### src/rtl/soft_power_defs.svh
// Timing constants, counts and widths for the soft power supervisor.
// Assumes a 50 MHz core clock; long counts are top-level parameters.
`ifndef SOFT_POWER_DEFS_SVH
`define SOFT_POWER_DEFS_SVH
// Counts are sized to the timer width so the two minute product cannot wrap at 32 bits.
`define CLK_HZ 36'h002FAF080
`define RESPONSE_TIMEOUT_S 36'h000000078
`define RESPONSE_TIMEOUT_CYC (`RESPONSE_TIMEOUT_S * `CLK_HZ)
`define SETTLE_TIME_S 36'h000000001
`define SETTLE_CYC (`SETTLE_TIME_S * `CLK_HZ)
`define STANDBY_LOSS_S 36'h00000000F
`define STANDBY_LOSS_CYC (`STANDBY_LOSS_S * `CLK_HZ)
`define RAIL_COUNT 6
`define SUPPLY_COUNT 2
`define TIMER_W 36
`define TIMER_ZERO 36'h000000000
`define TIMER_ONE 36'h000000001
`endif

### src/rtl/soft_power_pkg.sv
// Types shared by the soft power supervisor files.
// Assumes soft_power_defs.svh is on the include path.
`include "soft_power_defs.svh"
package soft_power_pkg;
  typedef enum logic [2:0] {
    st_off = 3'h0,
    st_wake_wait = 3'h1,
    st_on = 3'h2,
    st_down_wait = 3'h3,
    st_hot_wait = 3'h4
  } power_state_t;

  typedef struct packed {
    logic wake_request;
    logic shutdown_request;
    logic overtemp_notice;
  } cpu_signals_t;

  typedef struct packed {
    logic undervoltage;
    logic overtemp;
  } fault_flags_t;
endpackage : soft_power_pkg

### src/rtl/soft_power_supervisor.sv
// Always-on supervisor for soft power on and off of the instrument frame.
// Assumes all inputs are synchronous to core_clk and the button is debounced.
`timescale 1ns/1ns
`include "soft_power_defs.svh"

////////////////////////////////////////////////////////////////////////////////
// Function
// RULE1 - Button press requests wake or shutdown
// RULE2 - Processor drives the supply control line
// RULE3 - Force supplies off after two minutes
// RULE4 - Rail undervoltage shuts supplies down immediately
// RULE5 - Notify processor on overtemperature
// RULE6 - Hard shutdown two minutes after overtemperature
// RULE7 - Faults latched until standby lost 15s
// RULE8 - Undervoltage monitor disabled one second after powerup
// RULE9 - Drive physical power on/off to supplies
// RULE10 - Timeout stops once transition completes
module soft_power_supervisor #(
  parameter logic [`TIMER_W-1:0] RESPONSE_CYC = `TIMER_W'(`RESPONSE_TIMEOUT_CYC),
  parameter logic [`TIMER_W-1:0] SETTLE_LIMIT = `TIMER_W'(`SETTLE_CYC),
  parameter logic [`TIMER_W-1:0] STANDBY_LIMIT = `TIMER_W'(`STANDBY_LOSS_CYC)
) (
  // Clock and reset
  input wire logic core_clk,
  input wire logic reset,
  // Front panel and sensors
  input wire logic button_press,
  input wire logic [`RAIL_COUNT-1:0] rail_low,
  input wire logic overtemp_sense,
  input wire logic standby_absent,
  // Processor handshake
  input wire logic cpu_supply_on,
  output soft_power_pkg::cpu_signals_t cpu_out,
  // Supplies
  output logic [1:0] supply_enable,
  output soft_power_pkg::fault_flags_t faults
);
  ////////////////////////////////////////////////////////////////////////////
  soft_power_pkg::power_state_t state;
  soft_power_pkg::power_state_t next_state;
  soft_power_pkg::cpu_signals_t next_cpu_out;
  soft_power_pkg::fault_flags_t next_faults;
  logic [1:0] next_supply_enable;
  logic waiting;
  logic response_expired;
  logic settled;
  logic standby_cleared;
  logic any_rail_low;
  logic rail_fault;
  logic hot_fault;

  assign waiting = (state == soft_power_pkg::st_wake_wait) ||
                   (state == soft_power_pkg::st_down_wait) ||
                   (state == soft_power_pkg::st_hot_wait); // RULE10
  assign any_rail_low = |rail_low;
  assign rail_fault = settled && any_rail_low; // RULE4 RULE8
  assign hot_fault = overtemp_sense;

  // One counter serves all three handshake waits since only one is open at a time.
  timeout_counter #(.LIMIT(RESPONSE_CYC)) response_timer (
    .core_clk(core_clk),
    .reset(reset),
    .run(waiting), // RULE3 RULE6
    .expired(response_expired)
  );

  // Settling runs only while the processor holds the supplies on.
  timeout_counter #(.LIMIT(SETTLE_LIMIT)) settle_timer (
    .core_clk(core_clk),
    .reset(reset),
    .run(supply_enable[0] && cpu_supply_on), // RULE8
    .expired(settled)
  );

  timeout_counter #(.LIMIT(STANDBY_LIMIT)) standby_timer (
    .core_clk(core_clk),
    .reset(reset),
    .run(standby_absent), // RULE7
    .expired(standby_cleared)
  );

  ////////////////////////////////////////////////////////////////////////////
  // Fault latches.
  always_comb
  begin
    next_faults = faults;
    if (rail_fault)
    begin
      next_faults.undervoltage = 1'b1; // RULE7
    end
    if (hot_fault)
    begin
      next_faults.overtemp = 1'b1; // RULE7
    end
    // A fault seen in the clear cycle wins, so no event is lost.
    if (standby_cleared && !rail_fault && !hot_fault)
    begin
      next_faults = '0; // RULE7
    end
  end

  always_ff @(posedge core_clk or posedge reset)
  begin
    if (reset)
    begin
      faults <= '0;
    end
    else
    begin
      faults <= next_faults;
    end
  end

  ////////////////////////////////////////////////////////////////////////////
  // Power state.
  always_comb
  begin
    next_state = state;
    unique case (state)
      soft_power_pkg::st_off:
      begin
        if (button_press && !faults.undervoltage && !faults.overtemp)
        begin
          next_state = soft_power_pkg::st_wake_wait; // RULE1
        end
      end
      soft_power_pkg::st_wake_wait:
      begin
        if (cpu_supply_on)
        begin
          next_state = soft_power_pkg::st_on; // RULE2 RULE10
        end
        else if (response_expired)
        begin
          next_state = soft_power_pkg::st_off; // RULE3
        end
      end
      soft_power_pkg::st_on:
      begin
        if (hot_fault || faults.overtemp)
        begin
          next_state = soft_power_pkg::st_hot_wait; // RULE5
        end
        else if (button_press)
        begin
          next_state = soft_power_pkg::st_down_wait; // RULE1
        end
        else if (!cpu_supply_on)
        begin
          next_state = soft_power_pkg::st_off; // RULE2
        end
      end
      soft_power_pkg::st_down_wait, soft_power_pkg::st_hot_wait:
      begin
        if (!cpu_supply_on || response_expired)
        begin
          next_state = soft_power_pkg::st_off; // RULE3 RULE6 RULE10
        end
      end
      default:
      begin
        next_state = soft_power_pkg::st_off;
      end
    endcase
    // A rail fault overrides every state, with no handshake.
    if (rail_fault)
    begin
      next_state = soft_power_pkg::st_off; // RULE4
    end
  end

  always_ff @(posedge core_clk or posedge reset)
  begin
    if (reset)
    begin
      state <= soft_power_pkg::st_off;
    end
    else
    begin
      state <= next_state;
    end
  end

  ////////////////////////////////////////////////////////////////////////////
  // Processor handshake and supply drive.
  always_comb
  begin
    next_cpu_out.wake_request = (next_state == soft_power_pkg::st_wake_wait); // RULE1
    next_cpu_out.shutdown_request = (next_state == soft_power_pkg::st_down_wait); // RULE1
    next_cpu_out.overtemp_notice = (next_state == soft_power_pkg::st_hot_wait); // RULE5
    // Supplies follow the processor line but the supervisor can always cut them.
    next_supply_enable = {`SUPPLY_COUNT{(next_state != soft_power_pkg::st_off) && cpu_supply_on}};
  end

  always_ff @(posedge core_clk or posedge reset)
  begin
    if (reset)
    begin
      cpu_out <= '0;
    end
    else
    begin
      cpu_out <= next_cpu_out;
    end
  end

  // Each supply enable pin has its own register so both switch on the same edge.
  for (genvar g = 0; g < `SUPPLY_COUNT; g++)
  begin : supply_drive
    always_ff @(posedge core_clk or posedge reset)
    begin
      if (reset)
      begin
        supply_enable[g] <= 1'b0;
      end
      else
      begin
        supply_enable[g] <= next_supply_enable[g]; // RULE9
      end
    end
  end
endmodule : soft_power_supervisor

### src/rtl/timeout_counter.sv
// Up counter that raises expired after LIMIT cycles of run.
// Assumes the caller holds run high for the whole wait.
`timescale 1ns/1ns
`include "soft_power_defs.svh"
module timeout_counter #(
  parameter logic [`TIMER_W-1:0] LIMIT = `TIMER_ONE
) (
  // Clock and reset
  input wire logic core_clk,
  input wire logic reset,
  // Control
  input wire logic run,
  // Status
  output logic expired
);
  logic [`TIMER_W-1:0] count;
  logic [`TIMER_W-1:0] next_count;
  logic next_expired;

  always_comb
  begin
    next_count = `TIMER_ZERO;
    next_expired = 1'b0;
    if (run)
    begin
      if (count >= LIMIT - `TIMER_ONE)
      begin
        next_count = count;
        next_expired = 1'b1;
      end
      else
      begin
        next_count = count + `TIMER_ONE;
      end
    end
  end

  always_ff @(posedge core_clk or posedge reset)
  begin
    if (reset)
    begin
      count <= `TIMER_ZERO;
      expired <= 1'b0;
    end
    else
    begin
      count <= next_count;
      expired <= next_expired;
    end
  end
endmodule : timeout_counter

### config.mk
export PLATFORM = sky130hd
export DESIGN_NAME = soft_power_supervisor
export DESIGN_NICKNAME = d
export VERILOG_FILES = /design/src/rtl/soft_power_pkg.sv /design/src/rtl/soft_power_supervisor.sv /design/src/rtl/timeout_counter.sv
export VERILOG_INCLUDE_DIRS = /design/src /design/src/rtl
export SDC_FILE = /design/constraint.sdc
export NUM_CORES = 1
export LEC_CHECK = 0
export BUFFER_PORTS_ARGS = -buffer_cell sky130_fd_sc_hd__buf_2
export CORE_UTILIZATION = 50
export CTS_BUF_LIST = sky130_fd_sc_hd__clkbuf_16
export CTS_CLUSTER_SIZE = 25
export DETAILED_ROUTE_END_ITERATION = 16
export PLACE_DENSITY = 0.76
export SYNTH_ARGS = -nofsm -noshare
export SYNTH_HDL_FRONTEND = slang
export SYNTH_SLANG_ARGS = --single-unit
### constraint.sdc
create_clock -name core_clk -period 4.55 [get_ports core_clk]
set_clock_uncertainty 0.15 [all_clocks]
set_input_delay 1.1375 -clock core_clk [delete_from_list [all_inputs] [get_ports core_clk]]
set_output_delay 1.1375 -clock core_clk [all_outputs]
set_load 0.03 [all_outputs]
Word-level counts from Yosys, hierarchy flattened. Index checks and enable logic that the tools add are counted.

Equality and inequality tests: 10. Shift-type cells: 0. Reductions and logical operators: 22. Magnitude comparators: 3. Divide/modulo/power cells: 0. Muxes and demuxes: 24. Add/subtract/negate cells: 3. Bitwise operators: 0. $mul: 0.

Operators by type and width (count): 36-bit two-way mux (6); 36-bit by 1-bit adder with 36-bit output (second input constant) (3); 36-bit by 26-bit greater-or-equal comparator with 1-bit output (second input constant) (1); 36-bit by 30-bit greater-or-equal comparator with 1-bit output (second input constant) (1); 36-bit by 33-bit greater-or-equal comparator with 1-bit output (second input constant) (1); 3-bit two-way mux (8); 3-bit case mux with 4 select lines (1); 3-bit by 2-bit == test with 1-bit output (second input constant) (3); 1-bit two-way mux (8); 1-bit logical AND (7); 3-bit by 1-bit == test with 1-bit output (second input constant) (2); 3-bit == test (second input constant) (2); 2-bit inequality test (second input constant) (3); 6-bit OR reduction (1); 1-bit zero test (5); 1-bit logical OR (4); 2-bit nonzero test (2); 3-bit zero test (1); 3-bit nonzero test (1); 2-bit two-way mux (1); 2-bit OR reduction (1).

Input port bits: 12. Output and inout bits: 7. RAM bits: 0. Bits in registers: 120. Memory bits (read-only): 0. Bits in latches: 0. Memories kept: 0.

Logic depth before layout (Yosys ltp).
Word-level depth: 8. Mapped depth: 8. Depth with buffers taken out: 7.

Hierarchy. From an unflattened synthesis, not the netlist that was laid out.

Cell total of the unflattened synthesis: 672. Area total of the unflattened synthesis: 6431.2 µm².

Modules (own cells, without submodules): timeout_counter at response_timer (cells an instance 219, seq. area each 925.9 µm², area an instance 2067.0 µm², instances 1); timeout_counter at standby_timer (cells an instance 208, seq. area each 925.9 µm², area an instance 1980.6 µm², instances 1); timeout_counter at settle_timer (cells an instance 200, seq. area each 925.9 µm², area an instance 1908.1 µm², instances 1); soft_power_supervisor (cells an instance 45, seq. area each 225.2 µm², area an instance 475.5 µm², instances 1).

Worst setup path before layout. OpenSTA, ideal clock, no wires.

Kind: register -> register. Start point: reg standby_timer.count[16]. End point: reg standby_timer.count[19]. Library setup time: 0.078 ns. Cell stages (with the launch flop): 7. Setup slack: 1.952 ns. Arrival time: 2.369 ns. Required time: 4.322 ns. Path through: dfrtp_1 > or4_1 > a211o_1 > a221oi_4 > o21ai_2 > or4_1 > a21oi_1.

Word-level cells in the longest chain between the ends: 3. Elaborated cells on any way between the ends: 5. Those cells by class: add/sub (1); order compare (1); eq/ne (1); mux (2).

Ends and longest elaborated chain: start, declared (line timeout_counter.sv:16) `` logic [`TIMER_W-1:0] count; ``; start signal, assigned (line timeout_counter.sv:42) `` count <= `TIMER_ZERO; ``; start signal, assigned (line timeout_counter.sv:47) `count <= next_count;`; 36-bit by 1-bit adder with 36-bit output (no source line); 36-bit two-way mux (line timeout_counter.sv:26) `` if (count >= LIMIT - `TIMER_ONE) ``; 36-bit two-way mux (line timeout_counter.sv:24) `if (run)`.

Parallel ways exist; a longest one is shown, timed or not. The select of a mux whose other input is x is not followed. A chain may end at the register's enable or synchronous reset.

Final worst setup path.
Start point: reg standby_timer.count[16]. End point: reg standby_timer.count[16].

The elaborated chain is that of the path after synthesis.

==> reports/results.tsv <==
stage	metric	value	unit
synth	syn_inst	633	
synth	synthArstFlopShare	100	%
placement	dpl_cell_area	0.00625	mm²
worst_hold_path	hp-class	flop to flop	
routing	routedWlPerCell	15.5	µm
global_routing	grt_max_degree	70	
floorplanning	die_h	112	µm
clock_network	root_buffer	clkbuf_16	
clock_network	clock_sinks	120	
final_layout	fin_cells	805	
global_routing	grt_pass1_vias	4597	
worst_setup_path	critPathKind	flop to flop	
timing	maxSlewViolCount	0	
global_routing	antenna_found_initial	0	
placement	port_buffers	18	
clock_network	insertion_delay	0.41	ns
outcome	failed_checks	DRC	
synth	yosysTopAreaCellShare	49.7	%
synth	yosysSeqAreaShare	49.7	%
worst_setup_path	cp.arrival	3.32	ns
power_and_ir_drop	power.leakage	2.75	nW
routing	wl	12500	µm
synth	yosysTopAreaCell	dfrtp_1	
timing	hold_viol	0	
routing	via_per_inst	5.98	
synth	ys_seq_elements	120	
floorplanning	io_pins	19	
final_layout	layout_common_cells	120 x dfrtp_1, 71 x nor2_1, 48 x nand2_1	
clock_network	cts_tree	built	
global_routing	grt-ovfl-total	0	
synth	ys_top_cells_by_area	dfrtp_1 50%, xnor2_1 4.8%, nor2_1 4.4%, nand2_1 3.0%, nand3_1 2.7%	
placement	gp_congestion	0.848	
final_layout	design_area	0.00682	mm²
routing	ant_nets	0	
final_layout	syn_to_final_growth	12.8	%
timing	period_needed	3.15	ns
timing	tns	0	ns
global_routing	grtUsageTotal	21.4	%
clock_network	ctsHtreeMaxLevel	4	
worst_setup_path	required	4.73	ns
timing	slew_headroom	38.7	%
final_layout	layout-drive-gt1-share	9.21	%
routing	dr.pass1.iters	11	
power_and_ir_drop	power.density	352	mW/mm²
synth	synth_cell_types	56	
global_routing	grt_pass1_wl	21500	µm
synth	syn_area	0.00605	mm²
worst_setup_path	critPathCaptureType	flop	
clock_network	clk_transition_reported_paths	0.06	ns
synth	synth.net_count	648	
placement	place_inst	773	
clock_network	cts_hold_buf	0	
worst_setup_path	worstPathMaxFanout	25	
timing	post-route-period-util	69.2	%
synth	synth-main-ff-cell	dfrtp_1	
clock_network	clk_path_buf_depth	2	
power_and_ir_drop	design_power_total	2.40	mW
routing	num_vias	4813	
floorplanning	coreArea	0.0116	mm²
routing	route.detailed.drc	2	
final_layout	final_common_cell	dfrtp_1	
job	drv_cap	0	
floorplanning	die_area	0.0125	mm²
final_layout	antenna_cells	0	
placement	dpl.hpwl	8220	µm
synth	ys_warn_count	0	
routing	drt_iter0_markers	413	
timing	timing.fmax	318	MHz
worst_setup_path	start_kind	flop	
outcome	status	complete, but fails checks	
power_and_ir_drop	peakVddDrop	0.296	mV
synth	synth_area_per_cell	9.55	µm²
clock_network	numCtsBuffers	17	
final_layout	fin_util	58.7	%
clock_network	cts_resized	0	
timing	rsz0062_at_grt	no	
floorplanning	dieWidth	112	µm
clock_network	post_cts_buffers	0	
floorplanning	num_rows	39	
synth	synth-edff-count	0	
floorplanning	initial_utilization	52.1	%
timing	finalSetupViolCount	0	
timing	worstMarginPinSlew	0.919	ns
final_layout	final_net_count	664	
==> registers in the layout, indices dropped and copies added, names as in the netlist <==
name / cells
response_timer.count: 36
settle_timer.count: 36
standby_timer.count: 36
cpu_out: 3
state: 3
faults: 2
response_timer.expired: 1
settle_timer.expired: 1
standby_timer.expired: 1
supply_enable: 1
==> cells in the mapped netlist, types with 12 or more instances <==
master    count
inv_1        15
a21oi_1      31
nor2_1       71
clkbuf_1     20
nor4_1       22
o21ai_0      22
dfrtp_1     120
nand4_1      16
xor2_1       17
nand3_1      33
and2_1       12
or3_1        22
nand2_1      48
and3_1       18
xnor2_1      33
nor3_1       23
==> path summary, 6_finish.rpt <==
path | startpoint | endpoint | slack, ns | depth (start not counted)
hold reg to reg | standby_timer.count[35]$_DFFE_PP0P_ | standby_timer.count[35]$_DFFE_PP0P_ | 0.34 | 1
setup reg to reg | standby_timer.count[16]$_DFFE_PP0P_ | standby_timer.count[16]$_DFFE_PP0P_ | 1.40 | 6
hold / removal | standby_timer.count[35]$_DFFE_PP0P_ | standby_timer.count[35]$_DFFE_PP0P_ | 0.34 | 1
min in group asynchronous | reset | response_timer.count[11]$_DFFE_PP0P_ | 0.75 | 2
max in group asynchronous | reset | standby_timer.count[11]$_DFFE_PP0P_ | 2.75 | 3
setup / recovery | standby_timer.count[16]$_DFFE_PP0P_ | standby_timer.count[16]$_DFFE_PP0P_ | 1.40 | 6
==> cell families (layout without fill, tap and decap cells) <==
family | after synthesis | in the layout | share of synthesized area, %
AOI/OAI and AO/OA | 97 | 97 | 10.5
xor gates and xnor gates | 50 | 50 | 7.24
buffers and inverters | 38 | 67 | 2.57
muxes | 9 | 9 | 1.51
DFF | 120 | 120 | 49.7
and+or+nand+nor | 316 | 316 | 27.9
adders and majority gates | 3 | 3 | 0.621
==> critical path: stages (launching register included) <==
cell and delay (ns):
dfrtp_1 0.42, or4_1 0.60, a211o_1 0.33, a221oi_4 0.44
o21ai_2 0.37, or4_1 0.59, a21oi_1 0.17
==> power breakdown <==
| part | switching [mW] | internal (mW) | leakage (nW) | total [mW] |
|---|---|---|---|---|
| clock | 0.523 | 0.761 | 0.271 | 1.28 |
| combinational | 0.0330 | 0.00954 | 0.813 | 0.0426 |
| sequential | 0.00245 | 1.07 | 1.67 | 1.07 |
==> metal layers <==
metal,wire (µm),track usage [%]
met1,5750,27.7
met5,0,0
met3,492,5.44
met2,6060,34.6
met4,191,8.80
==> layout make-up <==
class                      instances  area (µm²)
fill                             969        4790
sequential                       120        3000
multi-input combinational        475        2890
clock buffer                      17         425
tap                              143         179
clock inverter                    15         143
timing repair buffer              20         118
inverter                          15        58.8
==> metrics by stage <==
stage | hold WS [ns] | worst slack [ns]
floorplan | 0.304 | 0.0767
global placement | 0.319 | 1.56
detailed placement | 0.321 | 1.45
CTS | 0.339 | 1.41
global route | 0.354 | 1.22
finish | 0.338 | 1.40
No activity file was read; power rests on OpenSTA's default activity.
